==> config.mk <==
export PLATFORM = sky130hd
export DESIGN_NAME = alert_reset_address_logic
export DESIGN_NICKNAME = d
export VERILOG_FILES = /design/src/rtl/alert_pkg.sv /design/src/rtl/alert_reset_address_logic.sv
export SDC_FILE = /design/constraint.sdc
export NUM_CORES = 1
export LEC_CHECK = 0
export ABC_AREA = 1
export CORE_ASPECT_RATIO = 0.6
export CORE_MARGIN = 2
export CORE_UTILIZATION = 50
export CTS_CLUSTER_SIZE = 8
export DETAILED_ROUTE_END_ITERATION = 16
export DONT_BUFFER_PORTS = 1
export PLACE_DENSITY = 0.62
export SETUP_SLACK_MARGIN = 0.3
export SLEW_MARGIN = 20
export SYNTH_ARGS = -nofsm -noshare
export SYNTH_HDL_FRONTEND = slang
export SYNTH_SLANG_ARGS = --single-unit
==> constraint.sdc <==
create_clock -name mclk -period 6.4 [get_ports mclk]
set_clock_uncertainty 0.15 [all_clocks]
set_input_delay 0.32 -clock mclk [delete_from_list [all_inputs] [get_ports mclk]]
set_output_delay 0.32 -clock mclk [all_outputs]
set_load 0.05 [all_outputs]
==> src/rtl/alert_pkg.sv <==
/*
 * constants shared by the alert, reset and address logic: register offsets,
 * field positions, reset values, sleep codes and timing counts.
 * assumes a 100 MHz system clock and 32-bit AXI4-Lite register access.
 */
package alert_pkg;
	// ==========================================================
	// clock and timing
	localparam int CLK_PERIOD_NS = 10;
	localparam int RESP_TIME_NS = 10000; // longest response to reset or overheat
	localparam int RESP_CYCLES = RESP_TIME_NS / CLK_PERIOD_NS;
	localparam int MIN_PULSE_NS = 4000; // shortest external reset pulse
	localparam int MIN_PULSE_CYCLES = (MIN_PULSE_NS + CLK_PERIOD_NS - 1) / CLK_PERIOD_NS;
	localparam int POR_TIME_NS = 2000; // reset pin driven low after power-up
	localparam int POR_CYCLES = (POR_TIME_NS + CLK_PERIOD_NS - 1) / CLK_PERIOD_NS;
	localparam int POR_SETTLE_CYCLES = 4; // pull-up and synchroniser settle
	localparam int RAMP_TIME_NS = 10000; // one step of the fan boost ramp
	localparam int RAMP_CYCLES = RAMP_TIME_NS / CLK_PERIOD_NS;
	// ==========================================================
	// register byte offsets
	localparam logic [7:0] CONFIG_OFS = 8'h00;
	localparam logic [7:0] STATUS_OFS = 8'h04;
	localparam logic [7:0] ERROR_OFS = 8'h08;
	localparam logic [7:0] MASK_OFS = 8'h0C;
	localparam logic [7:0] GPIO_OFS = 8'h10;
	localparam logic [7:0] FAN_OFS = 8'h14;
	// ==========================================================
	// configuration fields
	localparam int CFG_ALERT_EN = 0;
	localparam int CFG_LOCK = 1;
	localparam int CFG_THR_DIS = 2;
	localparam int CFG_SLEEP_LO = 4;
	localparam int CFG_SLEEP_HI = 5;
	localparam logic [31:0] CONFIG_RESET = 32'h0000_0000;
	// ==========================================================
	// error status fields: [1:0] overheat, [11:2] general inputs,
	// [13:12] thermal (comparator), [15:14] fixed throttle thresholds
	localparam int ERR_HOT_LO = 0;
	localparam int ERR_GP_LO = 2;
	localparam int ERR_THERM_LO = 12;
	localparam int ERR_FIXED_LO = 14;
	localparam int ERR_WIDTH = 16;
	localparam logic [15:0] ERR_ALERT_MASK = 16'h3FFF; // fixed threshold bits excluded
	localparam logic [11:0] MASK_RESET = 12'h000;
	// ==========================================================
	// sleep state codes
	localparam logic [1:0] SLEEP_S0 = 2'h0;
	localparam logic [1:0] SLEEP_S3 = 2'h1;
	localparam logic [1:0] SLEEP_S45 = 2'h2;
	// ==========================================================
	// slave address: fixed upper five bits, select level codes
	localparam logic [4:0] ADDR_UPPER = 5'h0B;
	localparam logic [1:0] SEL_LOW = 2'h0;
	localparam logic [1:0] SEL_MID = 2'h1;
	localparam logic [1:0] SEL_HIGH = 2'h2;
	localparam logic [1:0] LOW_BITS_HIGH = 2'h1;
	localparam logic [1:0] LOW_BITS_MID = 2'h2;
	localparam logic [1:0] LOW_BITS_LOW = 2'h0;
	// ==========================================================
	// bus answers
	localparam logic [1:0] RESP_OKAY = 2'h0;
	localparam logic [1:0] RESP_SLVERR = 2'h2;
endpackage

==> src/rtl/alert_reset_address_logic.sv <==
/*
 * alert, reset pin, overheat, general input and slave address logic of a
 * hardware monitor, with an AXI4-Lite register slave.
 * assumes synchronous inputs apart from the pins passed through synchronisers;
 * the testbench resolves open-drain wires from the output enables.
 */
// Chosen here: the AXI4-Lite interface to the registers and the placing of the registers.
`timescale 1ns/1ps
module alert_reset_address_logic #(
	parameter int POR_LEN = alert_pkg::POR_CYCLES,
	parameter int RAMP_LEN = alert_pkg::RAMP_CYCLES
) (
	// clock and power-on reset
	input wire logic mclk,
	input wire logic rst,
	// axi4-lite slave
	input wire logic [7:0] s_axi_awaddr,
	input wire logic s_axi_awvalid,
	output logic s_axi_awready,
	input wire logic [31:0] s_axi_wdata,
	input wire logic [3:0] s_axi_wstrb,
	input wire logic s_axi_wvalid,
	output logic s_axi_wready,
	output logic [1:0] s_axi_bresp,
	output logic s_axi_bvalid,
	input wire logic s_axi_bready,
	input wire logic [7:0] s_axi_araddr,
	input wire logic s_axi_arvalid,
	output logic s_axi_arready,
	output logic [31:0] s_axi_rdata,
	output logic [1:0] s_axi_rresp,
	output logic s_axi_rvalid,
	input wire logic s_axi_rready,
	// alert pin, open drain
	output logic alert_n_out,
	output logic alert_n_oe,
	// reset pin, two-way open drain
	input wire logic reset_n_in,
	output logic reset_n_out,
	output logic reset_n_oe,
	// regulator overheat inputs and throttle lines
	input wire logic regulator1_overheat_in,
	input wire logic regulator2_overheat_in,
	output logic [1:0] processor_throttle_line_out,
	output logic [1:0] processor_throttle_line_oe,
	// thermal error events and zone temperature
	input wire logic [1:0] thermal_event,
	input wire logic [7:0] zone_temp,
	output logic fan_drive_1,
	output logic fan_drive_2,
	// general purpose pins
	input wire logic [7:0] gpio_in,
	output logic [7:0] gpio_out,
	output logic [7:0] gpio_oe,
	input wire logic [1:0] input_only_pin,
	// slave address from the serial interface
	input wire logic [alert_pkg::SEL_HIGH:0] addr_sel,
	input wire logic txn_valid,
	input wire logic [6:0] txn_addr,
	output logic [6:0] slave_addr,
	output logic addr_latched,
	output logic addr_hit
);
	import alert_pkg::*;

	// ==========================================================
	// input synchronisers
	localparam int SYNC_W = 13;
	logic [SYNC_W-1:0] sync1_reg;
	logic [SYNC_W-1:0] sync2_reg;
	logic [1:0] hot_s;
	logic [9:0] gp_s;
	logic reset_s;

	// two stages; only the second stage is read
	always_ff @(posedge mclk) begin
		if (rst) begin
			sync1_reg <= {SYNC_W{1'b1}} & 13'h1000;
			sync2_reg <= 13'h1000;
		end else begin
			sync1_reg <= {reset_n_in, input_only_pin, gpio_in,
				regulator2_overheat_in, regulator1_overheat_in};
			sync2_reg <= sync1_reg;
		end
	end
	assign hot_s = sync2_reg[1:0];
	assign gp_s = sync2_reg[11:2];
	assign reset_s = sync2_reg[12];

	// ==========================================================
	// power-on reset drive of the reset pin
	logic [15:0] por_cnt_reg;
	logic ext_armed;
	logic ext_reset;

	// count the drive window, then settle, then arm detection
	always_ff @(posedge mclk) begin
		if (rst) begin
			por_cnt_reg <= 16'h0000;
		end else if (32'(por_cnt_reg) < POR_LEN + POR_SETTLE_CYCLES) begin
			por_cnt_reg <= por_cnt_reg + 16'h0001;
		end
	end
	assign ext_armed = 32'(por_cnt_reg) >= POR_LEN + POR_SETTLE_CYCLES;
	// held low is detected every cycle; pulses over 4 us are far longer than the path
	assign ext_reset = ext_armed && !reset_s;

	// pin driven low during the window, released afterwards
	always_ff @(posedge mclk) begin
		if (rst) begin
			reset_n_oe <= 1'b1;
			reset_n_out <= 1'b0;
		end else begin
			reset_n_oe <= 32'(por_cnt_reg) + 1 < POR_LEN;
			reset_n_out <= 1'b0;
		end
	end

	// ==========================================================
	// register bus write path
	logic aw_held_reg;
	logic w_held_reg;
	logic [7:0] waddr_reg;
	logic [31:0] wdata_reg;
	logic [3:0] wstrb_reg;
	logic wr_go;
	logic [31:0] config_reg;
	logic [ERR_WIDTH-1:0] err_reg;
	logic [11:0] mask_reg;
	logic [15:0] gpio_ctl_reg;
	logic [7:0] fan_base_reg;

	// applies byte strobes to an old value
	function automatic logic [31:0] merge(input logic [31:0] old, input logic [31:0] nw,
		input logic [3:0] strb);
		logic [31:0] res;
		res = old;
		for (int i = 0; i < 4; i++) begin
			if (strb[i]) begin
				res[8*i +: 8] = nw[8*i +: 8];
			end
		end
		return res;
	endfunction

	// true for a mapped register offset
	function automatic logic mapped(input logic [7:0] a);
		return a == CONFIG_OFS || a == STATUS_OFS || a == ERROR_OFS || a == MASK_OFS
			|| a == GPIO_OFS || a == FAN_OFS;
	endfunction

	assign wr_go = aw_held_reg && w_held_reg && !s_axi_bvalid;

	// address and data taken in either order, answer after both
	always_ff @(posedge mclk) begin
		if (rst) begin
			aw_held_reg <= 1'b0;
			w_held_reg <= 1'b0;
			waddr_reg <= 8'h00;
			wdata_reg <= 32'h0000_0000;
			wstrb_reg <= 4'h0;
			s_axi_bvalid <= 1'b0;
			s_axi_bresp <= RESP_OKAY;
			s_axi_awready <= 1'b0;
			s_axi_wready <= 1'b0;
		end else begin
			// ready only while that channel is free and no answer will stand
			s_axi_awready <= !wr_go && !aw_held_reg && !(s_axi_awvalid && s_axi_awready)
				&& !(s_axi_bvalid && !s_axi_bready);
			s_axi_wready <= !wr_go && !w_held_reg && !(s_axi_wvalid && s_axi_wready)
				&& !(s_axi_bvalid && !s_axi_bready);
			if (s_axi_awvalid && s_axi_awready) begin
				aw_held_reg <= 1'b1;
				waddr_reg <= {s_axi_awaddr[7:2], 2'b00};
			end
			if (s_axi_wvalid && s_axi_wready) begin
				w_held_reg <= 1'b1;
				wdata_reg <= s_axi_wdata;
				wstrb_reg <= s_axi_wstrb;
			end
			if (wr_go) begin
				aw_held_reg <= 1'b0;
				w_held_reg <= 1'b0;
				s_axi_bvalid <= 1'b1;
				s_axi_bresp <= mapped(waddr_reg) ? RESP_OKAY : RESP_SLVERR;
			end else if (s_axi_bvalid && s_axi_bready) begin
				s_axi_bvalid <= 1'b0;
			end
		end
	end

	// ==========================================================
	// configuration: alert enable, lock, throttle disable, sleep state
	logic [31:0] cfg_wr;
	assign cfg_wr = merge(config_reg, wdata_reg, wstrb_reg);

	always_ff @(posedge mclk) begin
		if (rst) begin
			config_reg <= CONFIG_RESET;
		end else begin
			if (wr_go && waddr_reg == CONFIG_OFS) begin
				config_reg[CFG_ALERT_EN] <= cfg_wr[CFG_ALERT_EN];
				config_reg[CFG_THR_DIS] <= cfg_wr[CFG_THR_DIS];
				config_reg[CFG_SLEEP_HI:CFG_SLEEP_LO] <= cfg_wr[CFG_SLEEP_HI:CFG_SLEEP_LO];
				config_reg[CFG_LOCK] <= config_reg[CFG_LOCK] | cfg_wr[CFG_LOCK];
			end
			if (ext_reset) begin
				config_reg[CFG_LOCK] <= 1'b0;
				config_reg[CFG_SLEEP_HI:CFG_SLEEP_LO] <= SLEEP_S45;
			end
		end
	end

	// mask, gpio control and fan base; mask frozen while locked
	always_ff @(posedge mclk) begin
		if (rst) begin
			mask_reg <= MASK_RESET;
			gpio_ctl_reg <= 16'h0000;
			fan_base_reg <= 8'h00;
		end else if (wr_go) begin
			if (waddr_reg == MASK_OFS && !config_reg[CFG_LOCK]) begin
				mask_reg <= 12'(merge({20'h00000, mask_reg}, wdata_reg, wstrb_reg));
			end
			if (waddr_reg == GPIO_OFS) begin
				gpio_ctl_reg <= 16'(merge({16'h0000, gpio_ctl_reg}, wdata_reg, wstrb_reg));
			end
			if (waddr_reg == FAN_OFS) begin
				fan_base_reg <= 8'(merge({24'h000000, fan_base_reg}, wdata_reg, wstrb_reg));
			end
		end
	end

	// ==========================================================
	// error status: sticky events, write one to clear, set wins
	logic awake;
	logic [9:0] gp_event;
	logic [ERR_WIDTH-1:0] err_set;
	logic [ERR_WIDTH-1:0] err_clr;
	logic [ERR_WIDTH-1:0] err_view;
	logic summary;

	assign awake = config_reg[CFG_SLEEP_HI:CFG_SLEEP_LO] == SLEEP_S0;
	// inputs only, unmasked; bidirectional pins count only while not driven
	assign gp_event = gp_s & ~mask_reg[9:0] & {2'b11, ~gpio_ctl_reg[15:8]};
	assign err_set = {2'b00, 2'b00, gp_event, hot_s & {2{awake}}};
	assign err_clr = (wr_go && waddr_reg == ERROR_OFS)
		? ERR_WIDTH'(merge(32'h0000_0000, wdata_reg, wstrb_reg)) : '0;

	always_ff @(posedge mclk) begin
		if (rst) begin
			err_reg <= '0;
		end else begin
			err_reg <= (err_reg & ~err_clr) | err_set;
		end
	end
	// thermal bits follow the live unmasked event
	assign err_view = {err_reg[15:14], thermal_event & ~mask_reg[11:10], err_reg[11:0]};
	assign summary = |(err_view & ERR_ALERT_MASK);

	// ==========================================================
	// alert pin and summary flag
	logic error_summary_flag;

	// summary always updated; pin pulled only when enabled
	always_ff @(posedge mclk) begin
		if (rst) begin
			error_summary_flag <= 1'b0;
			alert_n_oe <= 1'b0;
			alert_n_out <= 1'b0;
		end else begin
			error_summary_flag <= summary;
			alert_n_oe <= config_reg[CFG_ALERT_EN] && summary;
			alert_n_out <= 1'b0;
		end
	end

	// ==========================================================
	// throttle lines and fan drive
	logic [7:0] boost_reg [2];
	logic [15:0] ramp_cnt_reg;
	logic [7:0] pwm_cnt_reg;
	logic [7:0] duty [2];

	// throttle follows overheat while awake and not disabled
	always_ff @(posedge mclk) begin
		if (rst) begin
			processor_throttle_line_oe <= 2'b00;
			processor_throttle_line_out <= 2'b00;
		end else begin
			processor_throttle_line_oe <= hot_s & {2{awake && !config_reg[CFG_THR_DIS]}};
			processor_throttle_line_out <= 2'b00;
		end
	end

	// boost climbs one step per ramp period while hot, falls when cool
	always_ff @(posedge mclk) begin
		if (rst) begin
			ramp_cnt_reg <= 16'h0000;
			boost_reg[0] <= 8'h00;
			boost_reg[1] <= 8'h00;
		end else begin
			ramp_cnt_reg <= (32'(ramp_cnt_reg) + 1 >= RAMP_LEN) ? 16'h0000 : ramp_cnt_reg + 16'h0001;
			if (32'(ramp_cnt_reg) + 1 >= RAMP_LEN) begin
				for (int i = 0; i < 2; i++) begin
					if (hot_s[i] && boost_reg[i] != 8'hFF) begin
						boost_reg[i] <= boost_reg[i] + 8'h01;
					end else if (!hot_s[i] && boost_reg[i] != 8'h00) begin
						boost_reg[i] <= boost_reg[i] - 8'h01;
					end
				end
			end
		end
	end

	// duty from zone temperature or floor, plus the boost, saturated
	always_comb begin
		logic [8:0] sum;
		sum = 9'h000;
		for (int i = 0; i < 2; i++) begin
			sum = {1'b0, (zone_temp > fan_base_reg) ? zone_temp : fan_base_reg}
				+ {1'b0, boost_reg[i]};
			duty[i] = sum[8] ? 8'hFF : sum[7:0];
		end
	end

	always_ff @(posedge mclk) begin
		if (rst) begin
			pwm_cnt_reg <= 8'h00;
			fan_drive_1 <= 1'b0;
			fan_drive_2 <= 1'b0;
		end else begin
			pwm_cnt_reg <= pwm_cnt_reg + 8'h01;
			fan_drive_1 <= pwm_cnt_reg < duty[0];
			fan_drive_2 <= pwm_cnt_reg < duty[1];
		end
	end

	// general purpose outputs from the control register
	always_ff @(posedge mclk) begin
		if (rst) begin
			gpio_out <= 8'h00;
			gpio_oe <= 8'h00;
		end else begin
			gpio_out <= gpio_ctl_reg[7:0];
			gpio_oe <= gpio_ctl_reg[15:8];
		end
	end

	// ==========================================================
	// slave address latch; only the fixed upper bits ever match
	logic [1:0] sel_low;
	always_comb begin
		case (addr_sel)
			SEL_HIGH: sel_low = LOW_BITS_HIGH;
			SEL_MID: sel_low = LOW_BITS_MID;
			default: sel_low = LOW_BITS_LOW;
		endcase
	end

	always_ff @(posedge mclk) begin
		if (rst) begin
			addr_latched <= 1'b0;
			slave_addr <= 7'h00;
			addr_hit <= 1'b0;
		end else begin
			if (txn_valid && !addr_latched && txn_addr[6:2] == ADDR_UPPER) begin
				addr_latched <= 1'b1;
				slave_addr <= {ADDR_UPPER, sel_low};
			end
			// alert response address never matches the fixed upper bits
			addr_hit <= txn_valid && txn_addr == (addr_latched ? slave_addr
				: {ADDR_UPPER, sel_low});
		end
	end

	// ==========================================================
	// register bus read path
	always_ff @(posedge mclk) begin
		if (rst) begin
			s_axi_rvalid <= 1'b0;
			s_axi_rdata <= 32'h0000_0000;
			s_axi_rresp <= RESP_OKAY;
		end else if (s_axi_arvalid && s_axi_arready) begin
			s_axi_rvalid <= 1'b1;
			s_axi_rresp <= mapped({s_axi_araddr[7:2], 2'b00}) ? RESP_OKAY : RESP_SLVERR;
			case ({s_axi_araddr[7:2], 2'b00})
				CONFIG_OFS: s_axi_rdata <= config_reg;
				STATUS_OFS: s_axi_rdata <= {15'h0000, reset_s, 1'b0, slave_addr,
					6'h00, addr_latched, error_summary_flag};
				ERROR_OFS: s_axi_rdata <= {16'h0000, err_view};
				MASK_OFS: s_axi_rdata <= {20'h00000, mask_reg};
				GPIO_OFS: s_axi_rdata <= {6'h00, gp_s, gpio_ctl_reg};
				FAN_OFS: s_axi_rdata <= {8'h00, duty[1], duty[0], fan_base_reg};
				default: s_axi_rdata <= 32'h0000_0000;
			endcase
		end else if (s_axi_rvalid && s_axi_rready) begin
			s_axi_rvalid <= 1'b0;
		end
	end
	// address channel open while no read answer will stand
	always_ff @(posedge mclk) begin
		if (rst) begin
			s_axi_arready <= 1'b0;
		end else begin
			s_axi_arready <= !(s_axi_arvalid && s_axi_arready)
				&& !(s_axi_rvalid && !s_axi_rready);
		end
	end

	// ==========================================================
	// assertions and covers
	a_alert_never_high: assert property (@(posedge mclk) disable iff (rst)
		alert_n_out == 1'b0) else $error("alert pin drives high");
	a_alert_inverse_flag: assert property (@(posedge mclk) disable iff (rst)
		$past(config_reg[CFG_ALERT_EN]) |-> alert_n_oe == error_summary_flag)
		else $error("alert pin differs from summary flag");
	a_fixed_bits_ignored: assert property (@(posedge mclk) disable iff (rst)
		(err_view & ERR_ALERT_MASK) == '0 |=> !error_summary_flag)
		else $error("summary set by fixed threshold bits");
	a_flag_while_disabled: assert property (@(posedge mclk) disable iff (rst)
		(!config_reg[CFG_ALERT_EN] && |(err_view & ERR_ALERT_MASK))
		|=> error_summary_flag && !alert_n_oe)
		else $error("summary flag not kept with alert disabled");
	a_reenable_alert: assert property (@(posedge mclk) disable iff (rst)
		$rose(config_reg[CFG_ALERT_EN]) && summary |=> alert_n_oe)
		else $error("alert not reasserted on enable");
	a_release_on_disable: assert property (@(posedge mclk) disable iff (rst)
		$fell(config_reg[CFG_ALERT_EN]) |=> !alert_n_oe)
		else $error("alert not released on disable");
	a_thermal_compare: assert property (@(posedge mclk) disable iff (rst)
		(config_reg[CFG_ALERT_EN] && |(thermal_event & ~mask_reg[11:10])) |=> alert_n_oe)
		else $error("thermal event not on alert");
	a_por_drive: assert property (@(posedge mclk) disable iff (rst)
		32'(por_cnt_reg) + 1 < POR_LEN |=> reset_n_oe)
		else $error("reset pin not driven during power-up");
	a_pin_released: assert property (@(posedge mclk) disable iff (rst)
		ext_armed |-> !reset_n_oe) else $error("reset pin driven after power-up");
	a_unlock_sleep: assert property (@(posedge mclk) disable iff (rst)
		(ext_armed && !reset_s) |=> !config_reg[CFG_LOCK]
		&& config_reg[CFG_SLEEP_HI:CFG_SLEEP_LO] == SLEEP_S45)
		else $error("external reset not applied");
	a_throttle_follow: assert property (@(posedge mclk) disable iff (rst)
		(hot_s[0] && awake && !config_reg[CFG_THR_DIS]) |=> processor_throttle_line_oe[0])
		else $error("throttle not asserted on overheat");
	a_mask_no_error: assert property (@(posedge mclk) disable iff (rst)
		(mask_reg[0] && !err_reg[ERR_GP_LO] && !(wr_go && waddr_reg == MASK_OFS))
		|=> !err_reg[ERR_GP_LO])
		else $error("masked input set an error");
	a_addr_kept: assert property (@(posedge mclk) disable iff (rst)
		addr_latched |=> addr_latched && $stable(slave_addr))
		else $error("latched address changed");
	a_addr_map: assert property (@(posedge mclk) disable iff (rst)
		(txn_valid && !addr_latched && txn_addr[6:2] == ADDR_UPPER && addr_sel == SEL_MID)
		|=> slave_addr == 7'h2E) else $error("wrong slave address latched");
	c_alert_seen: cover property (@(posedge mclk) disable iff (rst) $rose(alert_n_oe));
	c_ext_reset: cover property (@(posedge mclk) disable iff (rst) $rose(ext_reset));
	c_addr_latch: cover property (@(posedge mclk) disable iff (rst) $rose(addr_latched));
	c_throttle: cover property (@(posedge mclk) disable iff (rst)
		$rose(processor_throttle_line_oe[1]));
endmodule // alert_reset_address_logic

==> impl_metrics.csv <==
group,metric,value,unit
status,status,"completed",
sta,setup_slack,1692,ps
finish,multi_input_area,5373,µm²
clock_tree,cts.htree.levels,1,
setup_path,worstSetupPathType,"reg2reg",
die,start_util,50.54,%
die,die_w,195.9,µm
finish,top_register,"s_axi_rdata",
yosys,synthArstFlopShare,0,%
clock_tree,cts_resized,0,
finish,seqCellArea,4626,µm²
finish,largest_register_ffs,26,
place,dp_hpwl,22.63,mm
setup_path,worstPathRequired,6710,ps
setup_path,cp_max_fo,16,
setup_path,cp.arrival,5020,ps
global_routing,grtUsageTotal,26.63,%
yosys,synthesis.instances,1504,
place,placed_cells,1749,
sta,setup_viol,0,
sta,fin_crit_sh,73.57,%
finish,fin_cells,1839,
clock_tree,path_clk_slew,50,ps
drt,drt_iter0_markers,937,
die,io_pins,169,
power_and_ir_drop,powerDensity,317.4,nW/µm²
sta,slew_violations,0,
clock_tree,cts_setup_buffers,0,
place,numPortBuffers,0,
hold_path,whs_path_depth,2,
finish,nets,1697,
sta,worst_slew_pin_slew,1060,ps
finish,n_fill_cell,2098,
global_routing,grt_first_pass_wirelength,48.76,mm
finish,fin_area,12550,µm²
drt,routed_wl,31.23,mm
die,die_area,23340,µm²
power_and_ir_drop,vdd_drop_max,0.1992,mV
finish,drive_gt1_share,5.344,%
clock_tree,clockRootBuffer,"clkbuf_16",
setup_path,endpoint,"fan_drive_1",
yosys,synth_edf_count,16,
drt,drc,0,
clock_tree,cts_made_buffers,31,
sta,rsz0062_at_grt,"no",
yosys,netlist_area,11050,µm²
sta,period_needed,4708,ps
global_routing,grt-ovfl-total,0,
clock_tree,clock_sinks,223,
yosys,synth_area_per_cell,7.347,µm²
die,dieHeight,119.2,µm
global_routing,antenna_found_initial,0,
yosys,seq_area_frac_synth,41.85,%
drt,dr.pass1.iters,5,
run,drv_cap,0,
place,gp_congestion,0.8973,
setup_path,cp-end-kind,"flip-flop",
clock_tree,clockBufferDepth,3,
setup_path,startpoint,"fan_base_reg[7]",
die,coreArea,21860,µm²
global_routing,grt_start_max_net_pins,101,
sta,maxClockFrequency,0.2124,GHz
place,preCtsSetupSlack,1807,ps
yosys,synth_top_flop_cell,"dfxtp_1",
global_routing,grt_pass1_vias,8715,
clock_tree,clock_latency,570,ps
setup_path,r2r_end,"fan_drive_1",
setup_path,r2r_slack,1690,ps
setup_path,worstSetupStartpointType,"flip-flop",
drt,wl_per_cell,16.98,µm
die,rows,42,
yosys,ys_seq_elements,223,
sta,hold_violations,0,
drt,antenna_left,0,
drt,vias,9800,
yosys,ys_warn_count,0,
place,placed_cell_area,11180,µm²
setup_path,worstRegToRegCells,22,
sta,slew-limit-headroom,28.86,%
clock_tree,hold_buffers,54,
hold_path,hold_class,"in2reg",
finish,synthToLayoutAreaGrowth,13.60,%
sta,finalSetupTns,0,ps
drt,vias_per_cell,5.329,
clock_tree,cts_tree,"yes",
yosys,yosysUniqueCellTypes,49,
setup_path,r2r-start,"fan_base_reg[7]",
power_and_ir_drop,leakage,5.318,nW
finish,antennaDiodeCount,0,
per-layer routing:
layer	GRT usage, %	vias to the layer above	share of wire (%)
met2	34.65	371	37
met3	5.692	37	8.8
met1	43.60	4464	53
li1	-	4928	-
met5	0	-	0
met4	5.445	0	1.5
worst max-delay path, cell delays in order, from the launching register on:
cell	delay [ps]
dfxtp_1	300
inv_1	90
ha_1	310
nand2_1	110
nor2_1	160
nand3_1	80
o21ai_1	820
nand2_1	90
o21ai_0	220
ha_1	250
inv_1	60
fa_1	380
inv_1	90
nand3_1	60
nand2_1	130
nand4_1	110
and2_1	240
nand3_1	120
inv_1	60
ha_1	290
a21oi_1	140
o211ai_1	100
a21oi_1	260
power breakdown:
part	leakage [nW]	switching, mW	internal, mW	total [mW]
logic	3.06	0.572	0.339	0.911
clock network	0.397	0.592	0.854	1.45
registers	1.86	0.125	1.50	1.63
total	5.32	1.29	2.70	3.98
cells in the final DEF, fill, tap and decap left out, types with 24 or more instances in the layout:
cell type      netlist  routed
nand2_1            271     271
inv_1              211     210
dfxtp_1            207     206
nor2_1             187     187
a21oi_1            133     133
o21ai_0            115     115
nand3_1             56      56
dlygate4sd3_1        0      53
ha_1                51      51
clkbuf_16            0      31
xor2_1              24      24
cell type report:
type,instances,share of cell area [%]
sequential,223,36.85
clock inverter,1,0.1595
inverter,218,6.529
clock buffer,35,6.300
timing repair buffer,55,4.506
multi-input combinational,1021,42.80
tap,286,2.851
kinds of logic (layout without fill, tap and decap cells):
| logic type | after synthesis | in the layout | share of synthesized area [%] |
|---|---|---|---|
| AND/OR/NAND/NOR | 602 | 602 | 23.34 |
| flip-flops | 223 | 223 | 41.85 |
| other | 1 | 20 | 0.03394 |
| buffers and inverters | 279 | 309 | 10.17 |
| adder cells (fa/ha/maj) | 54 | 54 | 6.319 |
| AO/OA/AOI/OAI | 309 | 309 | 15.30 |
| XOR/XNOR | 36 | 36 | 2.989 |
synth_stat cells (7+ instances only):
cell | n | area, µm²
edfxtp_1 | 16 | 480.5
buf_4 | 17 | 127.6
ha_1 | 51 | 638.1
xor2_1 | 24 | 210.2
xnor2_1 | 10 | 87.58
nor2_1 | 187 | 701.9
dfxtp_1 | 207 | 4144
nor3_1 | 16 | 80.08
o211ai_1 | 11 | 82.58
a211oi_1 | 8 | 60.06
o22ai_1 | 10 | 62.56
nand2_2 | 10 | 62.56
nor4_1 | 9 | 56.30
nand2_1 | 271 | 1017
a21oi_1 | 133 | 665.6
o2111ai_1 | 8 | 70.07
o21ai_0 | 115 | 575.6
inv_1 | 211 | 792.0
nand3_1 | 56 | 280.3
clkbuf_1 | 35 | 131.4
or2_2 | 7 | 43.79
nand4_1 | 19 | 118.9
nor2_2 | 9 | 56.30
through the flow:
stage	util, %	total power, mW	hold slack, ps
2_1_floorplan	-	2.328	238.3
3_3_place_gp	51.16	2.504	242.0
3_5_place_dp	51.16	2.514	245.4
4_1_cts	57.42	3.996	7.389
5_1_grt	57.42	4.220	52.37
6_report	57.42	3.984	49.55
worst min path at each step:
stage | from | to | slack [ps]
floorplan | sync1_reg[0] | sync2_reg[0] | 240
global placement | sync1_reg[0] | sync2_reg[0] | 240
detailed placement | sync1_reg[4] | sync2_reg[4] | 250
CTS | s_axi_awvalid | waddr_reg[4] | 7
global route | s_axi_awvalid | aw_held_reg | 50
finish | s_axi_awvalid | waddr_reg[4] | 50
(Power assumes the default switching activity.)
